[src/pkg/fcr_defines.vh]
// Register map, field positions, reset values and codes of the floppy configuration bank
`ifndef FCR_DEFINES_VH
`define FCR_DEFINES_VH
// Register indices; byte address is four times the index
`define FCR_IDX_ACT      8'h30
`define FCR_IDX_BASE_HI  8'h60
`define FCR_IDX_BASE_LO  8'h61
`define FCR_IDX_IRQ      8'h70
`define FCR_IDX_DMA      8'h74
`define FCR_IDX_MODE     8'hf0
`define FCR_IDX_MEDIA    8'hf1
`define FCR_IDX_DTYPE_A  8'hf2
`define FCR_IDX_RATE0    8'hf4
`define FCR_IDX_RATE1    8'hf5
// Reset values (reserved bits excluded)
`define FCR_RST_ACT      8'h01
`define FCR_RST_BASE_HI  8'h03
`define FCR_RST_BASE_LO  8'hf0
`define FCR_RST_IRQ      8'h06
`define FCR_RST_DMA      8'h02
`define FCR_RST_MODE     8'h0e
`define FCR_RST_MEDIA    8'h00
`define FCR_RST_DTYPE_A  8'h03
`define FCR_RST_RATE     8'h00
// Writable masks; everything else reads zero
`define FCR_MSK_ACT      8'h01
`define FCR_MSK_BASE_HI  8'h0f
`define FCR_MSK_BASE_LO  8'hf8
`define FCR_MSK_IRQ      8'h0f
`define FCR_MSK_DMA      8'h07
`define FCR_MSK_MODE     8'h7f
`define FCR_MSK_MEDIA    8'hff
`define FCR_MSK_DTYPE_A  8'h03
`define FCR_MSK_RATE     8'h5b
// Field positions
`define FCR_ACT_BIT      0
`define FCR_DMA_OFF_BIT  2
`define FCR_POL_BIT      6
`define FCR_NO2ND_BIT    5
`define FCR_SWAP_BIT     4
`define FCR_IMODE_HI     3
`define FCR_IMODE_LO     2
`define FCR_NBURST_BIT   1
`define FCR_ENH_BIT      0
`define FCR_BOOT_HI      7
`define FCR_BOOT_LO      6
`define FCR_MID_HI       5
`define FCR_MID_LO       4
`define FCR_DSEL_HI      3
`define FCR_DSEL_LO      2
`define FCR_WINH_BIT     1
`define FCR_WPF_BIT      0
`define FCR_PCOMP_BIT    6
`define FCR_TSEL_HI      4
`define FCR_TSEL_LO      3
`define FCR_DTYP_HI      1
`define FCR_DTYP_LO      0
// Interface personalities
`define FCR_IF_COMPACT   2'h0
`define FCR_IF_SECOND    2'h1
`define FCR_IF_RSVD      2'h2
`define FCR_IF_AT        2'h3
// Rate tables
`define FCR_TBL_REGULAR  2'h0
`define FCR_TBL_3MODE    2'h1
`define FCR_TBL_TAPE     2'h2
`define FCR_TBL_RSVD     2'h3
// Density forcing
`define FCR_DEN_FORCE1   2'h2
`define FCR_DEN_FORCE0   2'h3
// Drive type steering of the density pin
`define FCR_DT_RATE1     2'h1
`define FCR_DT_RATE0     2'h3
// Selected data rate codes (MODIFIED_FREQ_MODULATION figure; FM is half where it exists)
`define FCR_RATE_1M      3'h0
`define FCR_RATE_500K    3'h1
`define FCR_RATE_300K    3'h2
`define FCR_RATE_250K    3'h3
`define FCR_RATE_2M      3'h4
// Base window limit
`define FCR_BASE_MIN     12'h100
`endif

[src/rtl/fcr_floppy_config.v]
// Floppy controller configuration bank with Wishbone slave and drive-pin steering
//
// Function
// - Activation bit 0 low keeps the controller inactive; high activates it.
// - Two base bytes form the I/O base, 100h to FF8h, 8-byte aligned.
// - Low four bits of interrupt select choose the line; upper bits reserved.
// - DMA codes 000-011 pick channels 0-3; top bit set disables DMA.
// - Polarity bit 6 low: drive signals active low; high: active high.
// - Mode bit 5 low reports a second drive, in second personality only.
// - Swap bit 4 high exchanges drive and motor selects of drives 0 and 1.
// - Interface mode codes 00, 01, 11 pick personalities; 10 reserved.
// - DMA mode bit 1 low gives burst transfers; high gives non-burst.
// - Mode bit 0 low is normal floppy mode; high is three-mode.
// - Boot drive code 00 means drive A; other codes reserved.
// - Media ID bits 5:4 appear as tape register bits 7:6.
// - Density codes 00,01 normal; 10 forces 1; 11 forces 0.
// - Write inhibit high holds write gate and write data pins high.
// - Forced protect low uses write-protect input; high always protected.
// - Precompensation bit 6 low enables precompensation; high disables it.
// - Table select: 00 regular, 01 three-mode, 10 tape, 11 reserved.
// - Regular table: 00 500K, 01 300K, 10 250K, 11 1Meg.
// - Three-mode code 01 is 500K; tape code 01 is 2Meg.
// - Drive type steers density pin: select, rate bit 1, select, rate bit 0.
`timescale 1ns/1ps
`include "fcr_defines.vh"

module fcr_floppy_config
(
    // Clock and reset
    input  wire        clk_i,
    input  wire        rst_i,
    // Wishbone classic slave
    input  wire        cyc_i,
    input  wire        stb_i,
    input  wire        we_i,
    input  wire [9:0]  adr_i,
    input  wire [3:0]  sel_i,
    input  wire [31:0] dat_i,
    output reg  [31:0] dat_o,
    output reg         ack_o,
    // Controller core side, active high inside the chip
    input  wire [1:0]  core_drive_sel_i,
    input  wire [1:0]  core_motor_i,
    input  wire        core_write_gate_i,
    input  wire        core_write_data_i,
    input  wire        core_unit_i,
    input  wire        density_select_signal_i,
    input  wire        rate_bit1_i,
    input  wire        rate_bit0_i,
    // Drive pin from outside the clock domain
    input  wire        write_protect_pin_i,
    // Configuration presented to the controller core
    output reg         ctrl_active_o,
    output reg  [11:0] io_base_o,
    output reg         io_base_valid_o,
    output reg  [3:0]  irq_line_o,
    output reg         dma_enable_o,
    output reg  [1:0]  dma_channel_o,
    output reg  [1:0]  intf_mode_o,
    output reg         second_drive_o,
    output reg         dma_burst_o,
    output reg         three_mode_o,
    output reg         boot_drive_a_o,
    output reg  [1:0]  tape_media_id_o,
    output reg         precomp_enable_o,
    output reg  [2:0]  data_rate_o,
    output reg         write_protected_o,
    // Drive pins
    output reg  [1:0]  drive_sel_pin_o,
    output reg  [1:0]  motor_pin_o,
    output reg         write_gate_pin_o,
    output reg         write_data_pin_o,
    output reg         density_output_pin_o
);

////////////////////////////////////////////////////////////////////////////////
// Register storage

reg  [7:0] act;
reg  [7:0] base_hi;
reg  [7:0] base_lo;
reg  [7:0] irq_sel;
reg  [7:0] dma_sel;
reg  [7:0] mode;
reg  [7:0] media;
reg  [7:0] dtype_a;
reg  [7:0] rate0;
reg  [7:0] rate1;

wire [7:0] idx = adr_i[9:2];
wire       req = cyc_i & stb_i;
wire       wr  = req & we_i & ack_o & sel_i[0];
wire [7:0] wd  = dat_i[7:0];

// Accepts a new value of a masked field, leaving reserved bits at zero
function [7:0] merge;
    input [7:0] val;
    input [7:0] msk;
    begin
        merge = val & msk;
    end
endfunction

// Write lands at the edge where the master samples ack, so data held until then is the data used
always @(posedge clk_i)
begin
    if (rst_i)
    begin
        act     <= `FCR_RST_ACT;
        base_hi <= `FCR_RST_BASE_HI;
        base_lo <= `FCR_RST_BASE_LO;
        irq_sel <= `FCR_RST_IRQ;
        dma_sel <= `FCR_RST_DMA;
        mode    <= `FCR_RST_MODE;
        media   <= `FCR_RST_MEDIA;
        dtype_a <= `FCR_RST_DTYPE_A;
        rate0   <= `FCR_RST_RATE;
        rate1   <= `FCR_RST_RATE;
    end
    else if (wr)
    begin
        case (idx)
            `FCR_IDX_ACT:     act     <= merge(wd, `FCR_MSK_ACT);
            `FCR_IDX_BASE_HI: base_hi <= merge(wd, `FCR_MSK_BASE_HI);
            `FCR_IDX_BASE_LO: base_lo <= merge(wd, `FCR_MSK_BASE_LO);
            `FCR_IDX_IRQ:     irq_sel <= merge(wd, `FCR_MSK_IRQ);
            `FCR_IDX_DMA:     dma_sel <= merge(wd, `FCR_MSK_DMA);
            `FCR_IDX_MODE:
            begin
                // Reserved personality code keeps the previous one
                if (wd[`FCR_IMODE_HI:`FCR_IMODE_LO] == `FCR_IF_RSVD)
                    mode <= {1'b0, wd[6:4], mode[`FCR_IMODE_HI:`FCR_IMODE_LO], wd[1:0]};
                else
                    mode <= merge(wd, `FCR_MSK_MODE);
            end
            `FCR_IDX_MEDIA:   media   <= merge(wd, `FCR_MSK_MEDIA);
            `FCR_IDX_DTYPE_A: dtype_a <= merge(wd, `FCR_MSK_DTYPE_A);
            `FCR_IDX_RATE0:   rate0   <= merge(wd, `FCR_MSK_RATE);
            `FCR_IDX_RATE1:   rate1   <= merge(wd, `FCR_MSK_RATE);
            default:          act     <= act;
        endcase
    end
end

////////////////////////////////////////////////////////////////////////////////
// Bus answer: ack one cycle after the request, dropped the cycle after

reg [7:0] next_rd;

always @*
begin
    case (idx)
        `FCR_IDX_ACT:     next_rd = act;
        `FCR_IDX_BASE_HI: next_rd = base_hi;
        `FCR_IDX_BASE_LO: next_rd = base_lo;
        `FCR_IDX_IRQ:     next_rd = irq_sel;
        `FCR_IDX_DMA:     next_rd = dma_sel;
        `FCR_IDX_MODE:    next_rd = mode;
        `FCR_IDX_MEDIA:   next_rd = media;
        `FCR_IDX_DTYPE_A: next_rd = dtype_a;
        `FCR_IDX_RATE0:   next_rd = rate0;
        `FCR_IDX_RATE1:   next_rd = rate1;
        default:          next_rd = 8'h00;
    endcase
end

always @(posedge clk_i)
begin
    if (rst_i)
    begin
        ack_o <= 1'b0;
        dat_o <= 32'h00000000;
    end
    else
    begin
        ack_o <= req & ~ack_o;
        if (req & ~ack_o)
            dat_o <= {24'h000000, next_rd};
    end
end

////////////////////////////////////////////////////////////////////////////////
// Write-protect pin synchroniser; a change counts once stages two and three agree

reg [2:0] wp_sync;
reg       wp_level;

always @(posedge clk_i)
begin
    if (rst_i)
    begin
        wp_sync  <= 3'h0;
        wp_level <= 1'b0;
    end
    else
    begin
        wp_sync <= {wp_sync[1:0], write_protect_pin_i};
        if (wp_sync[2] == wp_sync[1])
            wp_level <= wp_sync[1];
    end
end

////////////////////////////////////////////////////////////////////////////////
// Decoded configuration

wire       pol_high  = mode[`FCR_POL_BIT];
wire       swap      = mode[`FCR_SWAP_BIT];
wire [1:0] imode     = mode[`FCR_IMODE_HI:`FCR_IMODE_LO];
wire [1:0] den_force = media[`FCR_DSEL_HI:`FCR_DSEL_LO];
wire       winh      = media[`FCR_WINH_BIT];
wire [7:0] rate_cfg  = core_unit_i ? rate1 : rate0;
wire [1:0] tsel      = rate_cfg[`FCR_TSEL_HI:`FCR_TSEL_LO];
// Drive A type register also steers drive 0 when the per-drive field is left at zero
wire [1:0] dtype     = (core_unit_i || rate_cfg[`FCR_DTYP_HI:`FCR_DTYP_LO] != 2'h0)
                       ? rate_cfg[`FCR_DTYP_HI:`FCR_DTYP_LO]
                       : dtype_a[`FCR_DTYP_HI:`FCR_DTYP_LO];
wire [1:0] rate      = {rate_bit1_i, rate_bit0_i};
wire [11:0] base     = {base_hi[3:0], base_lo};

// Polarity applied on the way out and on the way in
wire       pin_invert = ~pol_high;
wire       wp_active  = wp_level ^ pin_invert;
wire [1:0] sel_sw     = swap ? {core_drive_sel_i[0], core_drive_sel_i[1]} : core_drive_sel_i;
wire [1:0] mot_sw     = swap ? {core_motor_i[0], core_motor_i[1]} : core_motor_i;

reg        next_den_sig;
reg        next_den_pin;
reg  [2:0] next_rate;

always @*
begin
    case (den_force)
        `FCR_DEN_FORCE1: next_den_sig = 1'b1;
        `FCR_DEN_FORCE0: next_den_sig = 1'b0;
        default:         next_den_sig = density_select_signal_i;
    endcase
    case (dtype)
        `FCR_DT_RATE1:   next_den_pin = rate_bit1_i;
        `FCR_DT_RATE0:   next_den_pin = rate_bit0_i;
        default:         next_den_pin = next_den_sig;
    endcase
    case (rate)
        2'h0:    next_rate = `FCR_RATE_500K;
        2'h2:    next_rate = `FCR_RATE_250K;
        2'h3:    next_rate = `FCR_RATE_1M;
        default:
        begin
            // Only code 01 differs between the tables
            case (tsel)
                `FCR_TBL_3MODE: next_rate = `FCR_RATE_500K;
                `FCR_TBL_TAPE:  next_rate = `FCR_RATE_2M;
                default:        next_rate = `FCR_RATE_300K;
            endcase
        end
    endcase
end

////////////////////////////////////////////////////////////////////////////////
// Registered outputs; core signals pay one cycle of latency so every pin comes from a flop

always @(posedge clk_i)
begin
    if (rst_i)
    begin
        ctrl_active_o        <= 1'b0;
        io_base_o            <= 12'h000;
        io_base_valid_o      <= 1'b0;
        irq_line_o           <= 4'h0;
        dma_enable_o         <= 1'b0;
        dma_channel_o        <= 2'h0;
        intf_mode_o          <= `FCR_IF_AT;
        second_drive_o       <= 1'b0;
        dma_burst_o          <= 1'b1;
        three_mode_o         <= 1'b0;
        boot_drive_a_o       <= 1'b1;
        tape_media_id_o      <= 2'h0;
        precomp_enable_o     <= 1'b1;
        data_rate_o          <= `FCR_RATE_500K;
        write_protected_o    <= 1'b0;
        drive_sel_pin_o      <= 2'h3;
        motor_pin_o          <= 2'h3;
        write_gate_pin_o     <= 1'b1;
        write_data_pin_o     <= 1'b1;
        density_output_pin_o <= 1'b0;
    end
    else
    begin
        ctrl_active_o     <= act[`FCR_ACT_BIT];
        io_base_o         <= base;
        io_base_valid_o   <= (base >= `FCR_BASE_MIN);
        irq_line_o        <= irq_sel[3:0];
        dma_enable_o      <= ~dma_sel[`FCR_DMA_OFF_BIT];
        dma_channel_o     <= dma_sel[1:0];
        intf_mode_o       <= imode;
        second_drive_o    <= (imode == `FCR_IF_SECOND) & ~mode[`FCR_NO2ND_BIT];
        dma_burst_o       <= ~mode[`FCR_NBURST_BIT];
        three_mode_o      <= mode[`FCR_ENH_BIT];
        boot_drive_a_o    <= (media[`FCR_BOOT_HI:`FCR_BOOT_LO] == 2'h0);
        tape_media_id_o   <= media[`FCR_MID_HI:`FCR_MID_LO];
        precomp_enable_o  <= ~rate_cfg[`FCR_PCOMP_BIT];
        data_rate_o       <= next_rate;
        write_protected_o <= media[`FCR_WPF_BIT] | wp_active;
        drive_sel_pin_o   <= sel_sw ^ {2{pin_invert}};
        motor_pin_o       <= mot_sw ^ {2{pin_invert}};
        // Inhibit pins the level high regardless of polarity, as the drive expects
        write_gate_pin_o  <= winh | (core_write_gate_i ^ pin_invert);
        write_data_pin_o  <= winh | (core_write_data_i ^ pin_invert);
        density_output_pin_o <= next_den_pin;
    end
end

endmodule

[config.mk]
export PLATFORM = sky130hd
export DESIGN_NAME = fcr_floppy_config
export DESIGN_NICKNAME = d
export VERILOG_FILES = /design/src/rtl/fcr_floppy_config.v
export VERILOG_INCLUDE_DIRS = /design/src /design/src/pkg
export SDC_FILE = /design/constraint.sdc
export NUM_CORES = 1
export LEC_CHECK = 0
export BUFFER_PORTS_ARGS = -buffer_cell sky130_fd_sc_hd__buf_2
export CORE_MARGIN = 1
export CORE_UTILIZATION = 54
export CTS_CLUSTER_SIZE = 40
export DETAILED_ROUTE_END_ITERATION = 8
export PLACE_DENSITY = 0.91
export SKIP_LAST_GASP = 1
export SLEW_MARGIN = 25
export SYNTH_ARGS = -nofsm -noshare
export SYNTH_HDL_FRONTEND = slang
export SYNTH_SLANG_ARGS = --single-unit
[constraint.sdc]
create_clock -name clk_i -period 3.58 [get_ports clk_i]
set_clock_uncertainty 0.1 [all_clocks]
set_input_delay 0.358 -clock clk_i [delete_from_list [all_inputs] [get_ports clk_i]]
set_output_delay 0.358 -clock clk_i [all_outputs]
set_load 0.02 [all_outputs]
# [After elaboration in Yosys (flattened, before gate mapping)]
# Index checks and enable logic that the tools add are counted.
[totals] ff_bits=96 elab_cells=102
[op_classes] bitwise=21 mux=9 n_eq_ne=21 n_reduce_logical=15 magnitude_cmp=1
[op_table] cell="8-bit one-hot mux with 10 select lines" n=1
[op_table] cell="8-bit equality test (second input constant)" n=5
[op_table] cell="8-bit by 7-bit equality test with 1-bit output (second input constant)" n=4
[op_table] cell="2-bit AND reduction" n=10
[op_table] cell="2-bit equality test (second input constant)" n=7
[op_table] cell="12-bit by 9-bit >= comparator with 1-bit output (second input constant)" n=1
[op_table] cell="3-bit one-hot mux with 3 select lines" n=1
[op_table] cell="8-bit by 6-bit equality test with 1-bit output (second input constant)" n=1
[op_table] cell="7-bit 2-to-1 mux" n=1
[op_table] cell="1-bit inverter" n=7
[op_table] cell="1-bit AND" n=6
[op_table] cell="2-bit by 1-bit equality test with 1-bit output (second input constant)" n=3
[op_table] cell="2-bit 2-to-1 mux" n=3
[op_table] cell="3-bit one-hot mux with 2 select lines" n=1
[op_table] cell="2-bit logical NOT" n=2
[op_table] cell="1-bit one-hot mux with 2 select lines" n=2
[op_table] cell="2-bit bitwise XOR" n=2
[op_table] cell="1-bit bitwise OR" n=3
[op_table] cell="3-bit AND reduction" n=1
[op_table] cell="1-bit bitwise XOR" n=3
[op_table] cell="2-bit nonzero test" n=1
[op_table] cell="1-bit equality test" n=1
[op_table] cell="1-bit logical OR" n=1

# [Logic depth before layout (Yosys ltp)]
# Gate-level depths: netlist of run 1.
[logic_depth] depth_word=6 ltp_mapped=8 mapped_depth_nobuf=6

# [Worst setup path before layout of run 1]
# No wires, ideal clock.
[synth_path] path_kind="in2reg" startpoint="input port adr_i[8]" endpoint="register dat_o[2]" cell_stages=8 t_arrival_ns=1.538 slack_ns=1.821 t_required_ns=3.359 setup_time_ns=0.121 path_cell_list="buf_4 and4_1 buf_6 and2_1 buf_4 buf_6 a221oi_1 o21ai_1"
[synth_via] elab_chain_len=2 word_cells_on_any_way=11
[synth_rtl] element="start: declaration" line_no="fcr_floppy_config.v:36" rtl="input wire [9:0] adr_i,"
[synth_rtl] element="8-bit equality test (tied with other cells)" line_no="fcr_floppy_config.v:152" rtl="case (idx)"
[synth_rtl] element="8-bit one-hot mux with 10 select lines (*)" line_no="fcr_floppy_config.v:152"
[synth_rtl] element="end signal: assignment" line_no="fcr_floppy_config.v:178" rtl="dat_o <= {24'h000000, next_rd};"
[synth_rtl] element="end: declaration" line_no="fcr_floppy_config.v:39" rtl="output reg [31:0] dat_o,"
# Mark *: on every way between the ends. The rest lies on a longest branch, timed or not.
# A chain may end at the register's enable or synchronous reset.

# [Worst setup path in the final report of run 1]
[layout_path] startpoint="input port adr_i[4]" endpoint="register dat_o[4]"
# Same word-level chain as after synthesis.

==> flow_metrics.py, run 1 <==
metrics = {
    "outcome": {
        "outcome": "finished clean",
    },
    "cts": {
        "clk_pin_slew_worst_paths_ns": 0.09,
        "clockBufferDepth": 2,
        "cts_hold_buf": 0,
        "h-tree-depth": 3,
        "clk_latency_ns": 0.36,
        "post-cts-setup-buffers": 0,
        "cts-resized-gates": 0,
        "cts_inserted_buffers": 9,
        "cts_tree": "done",
        "clock_sinks": 95,
        "root_buffer": "clkbuf_8",
    },
    "worst_setup_path": {
        "slowest_stage": "nor4_4",
        "r2r_start": "ack_o$_SDFF_PP0_",
        "cp_data_arrival_time_ns": 2.25,
        "crit_buf_inv": 1,
        "path_cells": "buf_2 -> nor4_4 -> a41o_1 -> a32oi_2 -> or2_4 -> o21ai_1",
        "critPathRequiredTime_ns": 3.77,
        "crit_path_start_kind": "input port",
        "crit_family": "simple AND/OR/NAND/NOR gates",
        "crit_type": "input port to flop",
        "r2r_slack_ns": 1.84,
        "slowest_delay_ns": 0.81,
        "cp_max_fo": 16,
        "cp-startpoint": "adr_i[4]",
        "end_kind": "flop",
    },
    "logic_synthesis": {
        "synth-edff-count": 0,
        "synth.most_common_cell": "dfxtp_1",
        "synth_area_leaders": "dfxtp_1, mux2i_1, buf_4",
        "synth_seq_cells": 95,
        "synth_area_mm2": 0.00417,
        "ys_warn_count": 0,
        "synth_cells": 442,
        "synth-main-ff-cell": "dfxtp_1",
        "ys_seq_area_share_pct": 45.6,
        "synth_common_cells": "dfxtp_1, nand2_1, nor2_1",
        "synth.avg_cell_area_um2": 9.43,
        "synth_top_area_share_pct": 45.6,
        "synth_cell_types": 59,
        "yosysTopAreaCell": "dfxtp_1",
        "async_flop_share_pct": 0,
    },
    "die": {
        "fp.dieArea_mm2": 0.00807,
        "core_mm2": 0.00737,
        "row_count": 31,
        "die_h_um": 89.8,
        "die_w_um": 89.8,
        "io_pins": 136,
        "initial_core_util_pct": 56.5,
    },
    "worst_hold_path": {
        "hp-class": "input port to flop",
        "hold_start": "core_write_data_i",
    },
    "global_route": {
        "grt_max_degree": 53,
        "grt_first_pass_wirelength_um": 15100,
        "grt_pass1_vias": 3115,
        "antenna_found_initial": 0,
        "grt_overflow": 0,
        "grt_util_all_layers_pct": 23.3,
    },
    "sta": {
        "fin_tns_setup_ns": 0,
        "hold_viol": 0,
        "slew_viol_final": 0,
        "finalSetupViolations": 0,
        "worst_slew_pin_slew_ns": 0.875,
        "rsz0062_at_grt": "false",
        "maxSlewHeadroom_pct": 41.3,
        "min_period_ns": 2.06,
        "fmax_ghz": 0.485,
        "period_share_pct": 57.6,
    },
    "route": {
        "routed_wl_um": 9240,
        "antenna_left": 0,
        "first_iter_violations": 256,
        "num_vias": 3320,
        "drt-pass1-iter-count": 6,
        "wire_per_inst_um": 15.2,
        "routed_via_density": 5.46,
        "route.detailed.drc": 0,
    },
    "power_and_ir_drop": {
        "power-per-cell-area_mw_per_mm2": 432,
        "ir_worst_vdd_mv": 0.220,
        "leakage_uw": 0.00203,
    },
    "finish": {
        "drive_above_1_share_pct": 22.2,
        "stdcell_area_mm2": 0.00465,
        "area_growth_pct": 11.5,
        "layout.nets": 568,
        "insertedDiodeCount": 0,
    },
    "place": {
        "port_buffers": 79,
        "gp_congestion": 0.920,
        "dp_hpwl_um": 6560,
        "dpl-instance-area_mm2": 0.00443,
    },
    "flow_run": {
        "maxCapViolCount": 0,
    },
}
==> per-stage QoR <==
stage          utilization (%)  cells  setup slack (ns)  hold WS [ns]  total power (uW)
2_1_floorplan                -    468              1.82         0.284              1240
6_report                  63.1    608              1.52         0.108              2010
4_1_cts                   63.1    608              1.57        0.0969              2020
5_1_grt                   63.1    608              1.46         0.109              2080
3_5_place_dp              60.1    592              1.20         0.332              1270
3_3_place_gp              60.1    592              1.26         0.335              1260
==> cells by family after synthesis <==
| group | count (synthesis) | share of synthesized area, % |
|---|---|---|
| compound gates | 68 | 11.6 |
| flops | 95 | 45.6 |
| other cells | 1 | 0.0900 |
| xor+xnor | 7 | 1.47 |
| buf+inv | 65 | 10.1 |
| simple gates | 172 | 22.7 |
| fa+ha+maj | 2 | 0.601 |
| mux | 32 | 7.75 |
==> cell type report <==
type / instances / area [um2]
Timing Repair Buffer: 82 / 430
Fill cell: 609 / 2720
Sequential cell: 95 / 1900
Tap cell: 99 / 124
Inverter: 8 / 30.0
Multi-Input combinational cell: 308 / 1940
Clock inverter: 6 / 92.6
Clock buffer: 10 / 128
==> cell usage in the layout, fill, tap and decap left out, drive strengths merged, types with 9 or more instances in the layout <==
| cell | netlist | layout |
|---|---|---|
| buf | 43 | 82 |
| nand3b | 9 | 9 |
| nor2 | 41 | 41 |
| nor2b | 22 | 22 |
| dfxtp | 95 | 95 |
| inv | 8 | 9 |
| mux2i | 30 | 30 |
| nand2 | 42 | 42 |
| clkbuf | 14 | 10 |
| o21ai | 10 | 10 |
| a21oi | 19 | 19 |
| nand3 | 23 | 23 |
| conb | 1 | 27 |
==> path summary, 6_finish.rpt <==
kind | to | depth (start not counted)
worst max-delay path | dat_o[4]$_SDFFE_PP0P_ | 6
worst min-delay path | write_data_pin_o$_SDFF_PP1_ | 3
worst max register to register | rate1[0]$_SDFFE_PP0P_ | 6
worst min register to register | dma_burst_o$_SDFF_PP1_ | 1
==> flip-flops by register name, summed over array words and instances (netlist names), 2 cells and up <==
register	flops
io_base_o	9
dat_o	8
media	8
mode	7
base_lo	5
rate0	5
rate1	5
base_hi	4
irq_line_o	4
irq_sel	4
data_rate_o	3
dma_sel	3
wp_sync	3
dma_channel_o	2
drive_sel_pin_o	2
dtype_a	2
intf_mode_o	2
motor_pin_o	2
tape_media_id_o	2
==> per-layer routing <==
metal  track usage (%)  routed length [um]
met2              38.8                4410
met5                 0                   0
met1              29.0                3940
met4              9.29                 221
met3              5.50                 664
==> where the power goes <==
part / switching [uW] / total, uW / internal (uW)
Combinational: 118 / 168 / 49.9
Sequential: 3.86 / 1080 / 1070
Clock: 366 / 763 / 397
==> worst register-to-register path, cell delays in order (launching register included) <==
cell and delay [ns]:
dfxtp_1 0.37, nand3_1 0.08, nor2_1 0.09, buf_4 0.29, nand3_1 0.36, mux2i_1 0.30
nor2_1 0.06
Power figures use the tool's default switching activity.
==> run 2: changes to the inputs <==
- ABC_AREA: unset -> 1
- CORE_UTILIZATION: 54 -> 50
- PLACE_DENSITY: 0.91 -> 0.86
- clock period: 3.58 -> 1.9 ns (I/O delays scaled with it)
==> run 2 against run 1 <==
Net effect:
- cell count is 17% higher
- via count is 8.6% higher
- synthesized cell count is 17% higher
- global-route usage hardly changed
- sequential share of layout area is 0.34 points lower
- final area is 0.83% higher
- critical path depth stayed put
- die area is 4.2% higher
- sequential power is 88% higher
- routed wire length is 0.17% lower
- sequential cell count stayed put
- critical path type is now flop to flop
- highest routed layer unchanged
==> flow_metrics.py, run 2 <==
metrics = {
    "logic_synthesis": {
        "ys_warn_count": 0,
        "ys_seq_area_share_pct": 47.3,
        "synth_cell_types": 35,
        "synth_seq_cells": 95,
        "synth_top_area_share_pct": 47.3,
        "synth_common_cells": "dfxtp_1, nand2_1, inv_1",
        "synth.most_common_cell": "dfxtp_1",
        "synth_cells": 515,
        "synth-main-ff-cell": "dfxtp_1",
        "synth_area_leaders": "dfxtp_1, nand2_1, o21ai_0",
        "synth-edff-count": 0,
        "yosysTopAreaCell": "dfxtp_1",
        "synth_area_mm2": 0.00402,
        "synth.avg_cell_area_um2": 7.81,
        "async_flop_share_pct": 0,
    },
    "route": {
        "route.detailed.drc": 0,
        "first_iter_violations": 200,
        "wire_per_inst_um": 13.0,
        "antenna_left": 0,
        "routed_via_density": 5.08,
        "drt-pass1-iter-count": 4,
        "num_vias": 3605,
        "routed_wl_um": 9220,
    },
    "worst_setup_path": {
        "slowest_stage": "dfxtp_1",
        "path_cells": "nand3_1 -> nor2_2 -> buf_4 -> nand3_2 -> o21ai_0 -> a21oi_1",
        "cp_max_fo": 10,
        "crit_buf_inv": 1,
        "r2r_end": "rate0[0]$_SDFFE_PP0P_",
        "crit_family": "simple AND/OR/NAND/NOR gates",
        "r2r_slack_ns": 0.40,
        "slowest_delay_ns": 0.35,
        "end_kind": "flop",
        "crit_type": "flop to flop",
        "r2r_cells": 6,
        "critPathRequiredTime_ns": 2.04,
        "cp_data_arrival_time_ns": 1.65,
        "r2r_start": "ack_o$_SDFF_PP0_",
        "path_depth": 6,
        "crit_end": "rate0[0]$_SDFFE_PP0P_",
        "crit_path_start_kind": "flop",
        "cp-startpoint": "ack_o$_SDFF_PP0_",
    },
    "place": {
        "dpl-instance-area_mm2": 0.00439,
        "dp_hpwl_um": 6620,
        "gp_congestion": 0.893,
        "place_ws_ns": 0.308,
        "port_buffers": 79,
    },
    "cts": {
        "cts_tree": "done",
        "clk_latency_ns": 0.36,
        "root_buffer": "clkbuf_8",
        "clock_sinks": 95,
        "post-cts-setup-buffers": 0,
        "clk_pin_slew_worst_paths_ns": 0.10,
        "clockBufferDepth": 2,
        "h-tree-depth": 3,
        "cts_inserted_buffers": 9,
    },
    "outcome": {
        "outcome": "finished clean",
    },
    "power_and_ir_drop": {
        "leakage_uw": 0.00215,
        "p_total_uw": 3730,
        "ir_worst_vdd_mv": 0.436,
        "power-per-cell-area_mw_per_mm2": 797,
    },
    "finish": {
        "largest-register": "io_base_o",
        "largest_reg_flops": 9,
        "stdcell_area_mm2": 0.00469,
        "final_cell_mix": "dfxtp_1, nand2_1, buf_2",
        "insertedDiodeCount": 0,
        "reg_top3": "io_base_o: 9 flops, dat_o: 8 flops, media: 8 flops",
        "final_common_cell": "dfxtp_1",
        "layout.nets": 666,
        "drive_above_1_share_pct": 20.6,
        "nFillCells": 716,
        "area_growth_pct": 16.5,
    },
    "sta": {
        "slew_viol_final": 0,
        "min_period_ns": 1.50,
        "hold_viol": 0,
        "fmax_ghz": 0.665,
        "period_share_pct": 79.2,
        "fin_tns_setup_ns": 0,
        "finalSetupViolations": 0,
        "fin_ws_ns": 0.395,
        "fin_hold_ws_ns": 0.0392,
        "rsz0062_at_grt": "false",
    },
    "global_route": {
        "grt_pass1_vias": 3431,
        "grt_util_all_layers_pct": 23.3,
        "grt_overflow": 0,
        "grt_max_degree": 50,
        "antenna_found_initial": 0,
        "grt_first_pass_wirelength_um": 15500,
    },
    "die": {
        "initial_core_util_pct": 51.8,
        "io_pins": 136,
        "row_count": 32,
        "die_h_um": 91.7,
        "die_w_um": 91.7,
        "core_mm2": 0.00777,
        "fp.dieArea_mm2": 0.00841,
    },
    "flow_run": {
        "maxCapViolCount": 0,
    },
    "worst_hold_path": {
        "hp-class": "input port to flop",
    },
}
[run 2: how the worst min path moves through the flow]
stage	cells past startpoint	end	startpoint	slack, ns
after floorplan	1	data_rate_o[0]$_SDFF_PP1_	rate_bit0_i	0.17
after global placement	2	write_gate_pin_o$_SDFF_PP1_	core_write_gate_i	0.28
after detailed placement	3	wp_sync[0]$_SDFF_PP0_	write_protect_pin_i	0.30
after CTS	3	base_lo[6]$_SDFFE_PP1P_	dat_i[6]	0.03
after global routing	3	media[6]$_SDFFE_PP0P_	dat_i[6]	0.04
final	3	media[6]$_SDFFE_PP0P_	dat_i[6]	0.04
[run 2: tightest hold or removal path: cells and delay by family]
| kind | cells | cell delay [ns] |
|---|---|---|
| compound gates | 1 | 0.06 |
| simple gates | 1 | 0.08 |
| buf+inv | 1 | 0.13 |
[run 2: logic make-up (layout without fill, tap and decap cells)]
group           count (synthesis)  after routing  synth area share, %
compound gates                112            112                 15.0
xor+xnor                        1              1                0.218
fa+ha+maj                       2              2                0.622
buf+inv                       105            171                 13.4
flops                          95             95                 47.3
mux                             4              4                0.995
other cells                     1             27               0.0932
simple gates                  195            195                 22.4
[run 2: per-layer routing]
layer	part of all wire, %	global-route usage, %	up-vias
met3	6.0	3.73	25
met2	49	40.0	140
met5	0	0	-
li1	-	-	1786
met1	42	28.1	1654
met4	3.1	12.1	0
[run 2: report_power, final]
| group | switching (uW) | internal (uW) | leakage [uW] |
|---|---|---|---|
| Sequential | 8.06 | 2020 | 0.000775 |
| Clock | 692 | 683 | 0.0000988 |
| Combinational | 230 | 98.5 | 0.00127 |
[run 2: per-stage QoR]
step,util [%],std cells
floorplan,-,541
global placement,56.6,685
detailed placement,56.6,685
CTS,60.4,710
global route,60.3,709
finish,60.3,709
[run 2: cell type report]
| type | count | area, um2 | share of cell area, % |
|---|---|---|---|
| flip-flops and latches | 95 | 1900 | 40.6 |
| multi-input cells | 341 | 1680 | 35.9 |
| repair buffers | 96 | 543 | 11.6 |
| inverters | 59 | 221 | 4.73 |
| clock buffers | 12 | 155 | 3.31 |
| well taps | 102 | 128 | 2.72 |
| clock inverters | 4 | 53.8 | 1.15 |
[run 2: repair_timing]
item | 4_1_cts | 5_1_grt
setup endpoints to repair | 0 | 1
hold endpoints to repair | 9 | 0
gates resized for setup | 0 | 2
hold buffers | 9 | 0
==> run 3: changes to the inputs <==
- clock period: 1.9 -> 1.49 ns (I/O delays scaled with it)
==> run 3 against run 2 <==
Net effect:
- sequential power increased by 28%
- routed wire length decreased by 0.47%
- combinational power increased by 33%
- sequential share of layout area decreased by 0.99 points
- maximum frequency increased by 1.2%
- sequential cell count unchanged
- die area unchanged
- largest cell class unchanged
- clock-buffer cell count decreased by 3
- non-clock buffer count increased by 7
==> flow_metrics.py, run 3 (same netlist as run 2, synthesis figures left out) <==
metrics = {
    "sta": {
        "finalSetupViolations": 0,
        "slew_viol_final": 0,
        "fin_tns_setup_ns": 0,
        "min_period_ns": 1.49,
        "rsz0062_at_grt": "true",
        "period_share_pct": 99.8,
        "hold_viol": 0,
        "fmax_ghz": 0.672,
    },
    "global_route": {
        "grt_pass1_vias": 3305,
        "grt_first_pass_wirelength_um": 14900,
        "grt_max_degree": 50,
        "grt_overflow": 0,
        "grt_util_all_layers_pct": 22.6,
        "antenna_found_initial": 0,
    },
    "finish": {
        "reg_top3": "io_base_o: 9 flops, dat_o: 8 flops, media: 8 flops",
        "final_util_pct": 61.9,
        "largest_reg_flops": 9,
        "largest-register": "io_base_o",
        "layout.nets": 673,
        "insertedDiodeCount": 0,
        "drive_above_1_share_pct": 21.2,
        "nFillCells": 670,
        "final_cell_mix": "dfxtp_1, nand2_1, buf_2",
        "final_common_cell": "dfxtp_1",
        "area_growth_pct": 19.5,
    },
    "worst_setup_path": {
        "crit_buf_inv": 1,
        "path_cells": "nand3_1 -> nor2_4 -> buf_4 -> nand2_2 -> o21ai_0 -> a21oi_1",
        "path_depth": 6,
        "critPathRequiredTime_ns": 1.65,
        "crit_end": "media[1]$_SDFFE_PP0P_",
        "cp-startpoint": "ack_o$_SDFF_PP0_",
        "crit_family": "simple AND/OR/NAND/NOR gates",
        "slowest_delay_ns": 0.34,
        "crit_type": "flop to flop",
        "r2r_slack_ns": 0.003,
        "r2r_cells": 6,
        "end_kind": "flop",
        "crit_path_start_kind": "flop",
        "cp_max_fo": 12,
        "slowest_stage": "dfxtp_2",
        "r2r_end": "media[1]$_SDFFE_PP0P_",
        "cp_data_arrival_time_ns": 1.65,
        "r2r_start": "ack_o$_SDFF_PP0_",
    },
    "die": {
        "initial_core_util_pct": 51.8,
        "core_mm2": 0.00777,
        "die_w_um": 91.7,
        "die_h_um": 91.7,
        "fp.dieArea_mm2": 0.00841,
        "io_pins": 136,
        "row_count": 32,
    },
    "route": {
        "routed_via_density": 4.98,
        "antenna_left": 0,
        "wire_per_inst_um": 12.8,
        "num_vias": 3563,
        "routed_wl_um": 9180,
        "first_iter_violations": 258,
        "drt-pass1-iter-count": 6,
        "route.detailed.drc": 0,
    },
    "power_and_ir_drop": {
        "comb_power_share_pct": 8.9,
        "power-per-cell-area_mw_per_mm2": 1030,
        "ir_worst_vdd_mv": 0.573,
        "internal_power_uw": 3680,
        "sw_frac_of_total_pct": 25.4,
        "clkPwrFrac_pct": 38.7,
        "leakage_uw": 0.00220,
        "seqPwrFrac_pct": 52.4,
        "switchingPower_uw": 1260,
    },
    "cts": {
        "cts_tree": "done",
        "root_buffer": "clkbuf_8",
        "clk_pin_slew_worst_paths_ns": 0.09,
        "clock_sinks": 95,
        "clk_latency_ns": 0.38,
        "cts_inserted_buffers": 9,
        "h-tree-depth": 3,
        "clockBufferDepth": 2,
    },
    "outcome": {
        "outcome": "finished clean",
    },
    "place": {
        "dp_hpwl_um": 6600,
        "gp_congestion": 0.874,
        "port_buffers": 79,
    },
    "flow_run": {
        "maxCapViolCount": 0,
    },
    "worst_hold_path": {
        "hp-class": "input port to flop",
    },
}
==> run 3: changes by cell type in the layout (fill, tap and decap cells not counted), moves of 2 or more <==
cell / delta
dlygate4sd3_1: +3
inv_6: +3
buf_12: +2
buf_4: +2
clkbuf_8: -2
nand3_2: -2
nand3_4: +2
==> run 3: final cells by class <==
| class | instances | area, um2 | area share, % |
|---|---|---|---|
| multi-input combinational | 341 | 1700 | 35.4 |
| inverter | 59 | 221 | 4.61 |
| clock inverter | 7 | 103 | 2.13 |
| tap | 102 | 128 | 2.66 |
| clock buffer | 9 | 124 | 2.58 |
| timing repair buffer | 103 | 628 | 13.1 |
| sequential | 95 | 1900 | 39.6 |
==> run 3: worst min-delay path by stage <==
| stage | depth (start not counted) | slack [ns] | from | end |
|---|---|---|---|---|
| 2_1_floorplan | 1 | 0.13 | rate_bit0_i | data_rate_o[0]$_SDFF_PP1_ |
| 3_3_place_gp | 2 | 0.24 | core_write_gate_i | write_gate_pin_o$_SDFF_PP1_ |
| 3_5_place_dp | 2 | 0.25 | core_write_data_i | write_data_pin_o$_SDFF_PP1_ |
| 4_1_cts | 3 | 0.002 | dat_i[3] | mode[3]$_SDFFE_PP1P_ |
| 5_1_grt | 3 | 0.02 | dat_i[3] | mode[3]$_SDFFE_PP1P_ |
| 6_report | 3 | 0.02 | dat_i[3] | mode[3]$_SDFFE_PP1P_ |
==> run 3: per-stage QoR <==
stage	instance area [um2]	hold slack, ns	power, uW	worst slack (ns)	cells
after global placement	4450	0.241	3040	0.0168	689
after floorplan	4130	0.133	2960	0.0625	541
after global routing	4810	0.0168	5110	-0.107	716
after CTS	4790	0.00205	4960	0.0389	716
after detailed placement	4450	0.248	3060	-0.0615	689
final	4810	0.0209	4940	0.00291	716
==> run 3: layer usage <==
| layer | wire [um] | GRT usage (%) | vias up |
|---|---|---|---|
| met5 | 0 | 0 | - |
| met4 | 186 | 8.20 | 0 |
| met3 | 581 | 5.31 | 17 |
| met2 | 4520 | 38.9 | 122 |
| met1 | 3890 | 27.5 | 1623 |
| li1 | - | - | 1801 |
==> run 3: timing repair <==
item / in CTS / in global routing
gates resized for setup: 0 / 4
hold buffers: 11 / 0
hold endpoints to repair: 17 / 0
buffers inserted: 0 / 0
endpoints found under the setup margin: 0 / 11
==> run 3: power groups by stage <==
stage / combinational, uW / clock (uW) / sequential [uW]
floorplan: 265 / 0 / 2700
global placement: 398 / 0 / 2650
detailed placement: 410 / 0 / 2650
CTS: 433 / 1930 / 2590
global route: 477 / 2040 / 2590
finish: 438 / 1910 / 2590
==> run 3: tightest hold or removal path, delay by kind of cell <==
family	cells	cell delay [ns]
AOI/OAI and AO/OA	1	0.10
buffers and inverters	1	0.16
and+or+nand+nor	1	0.05
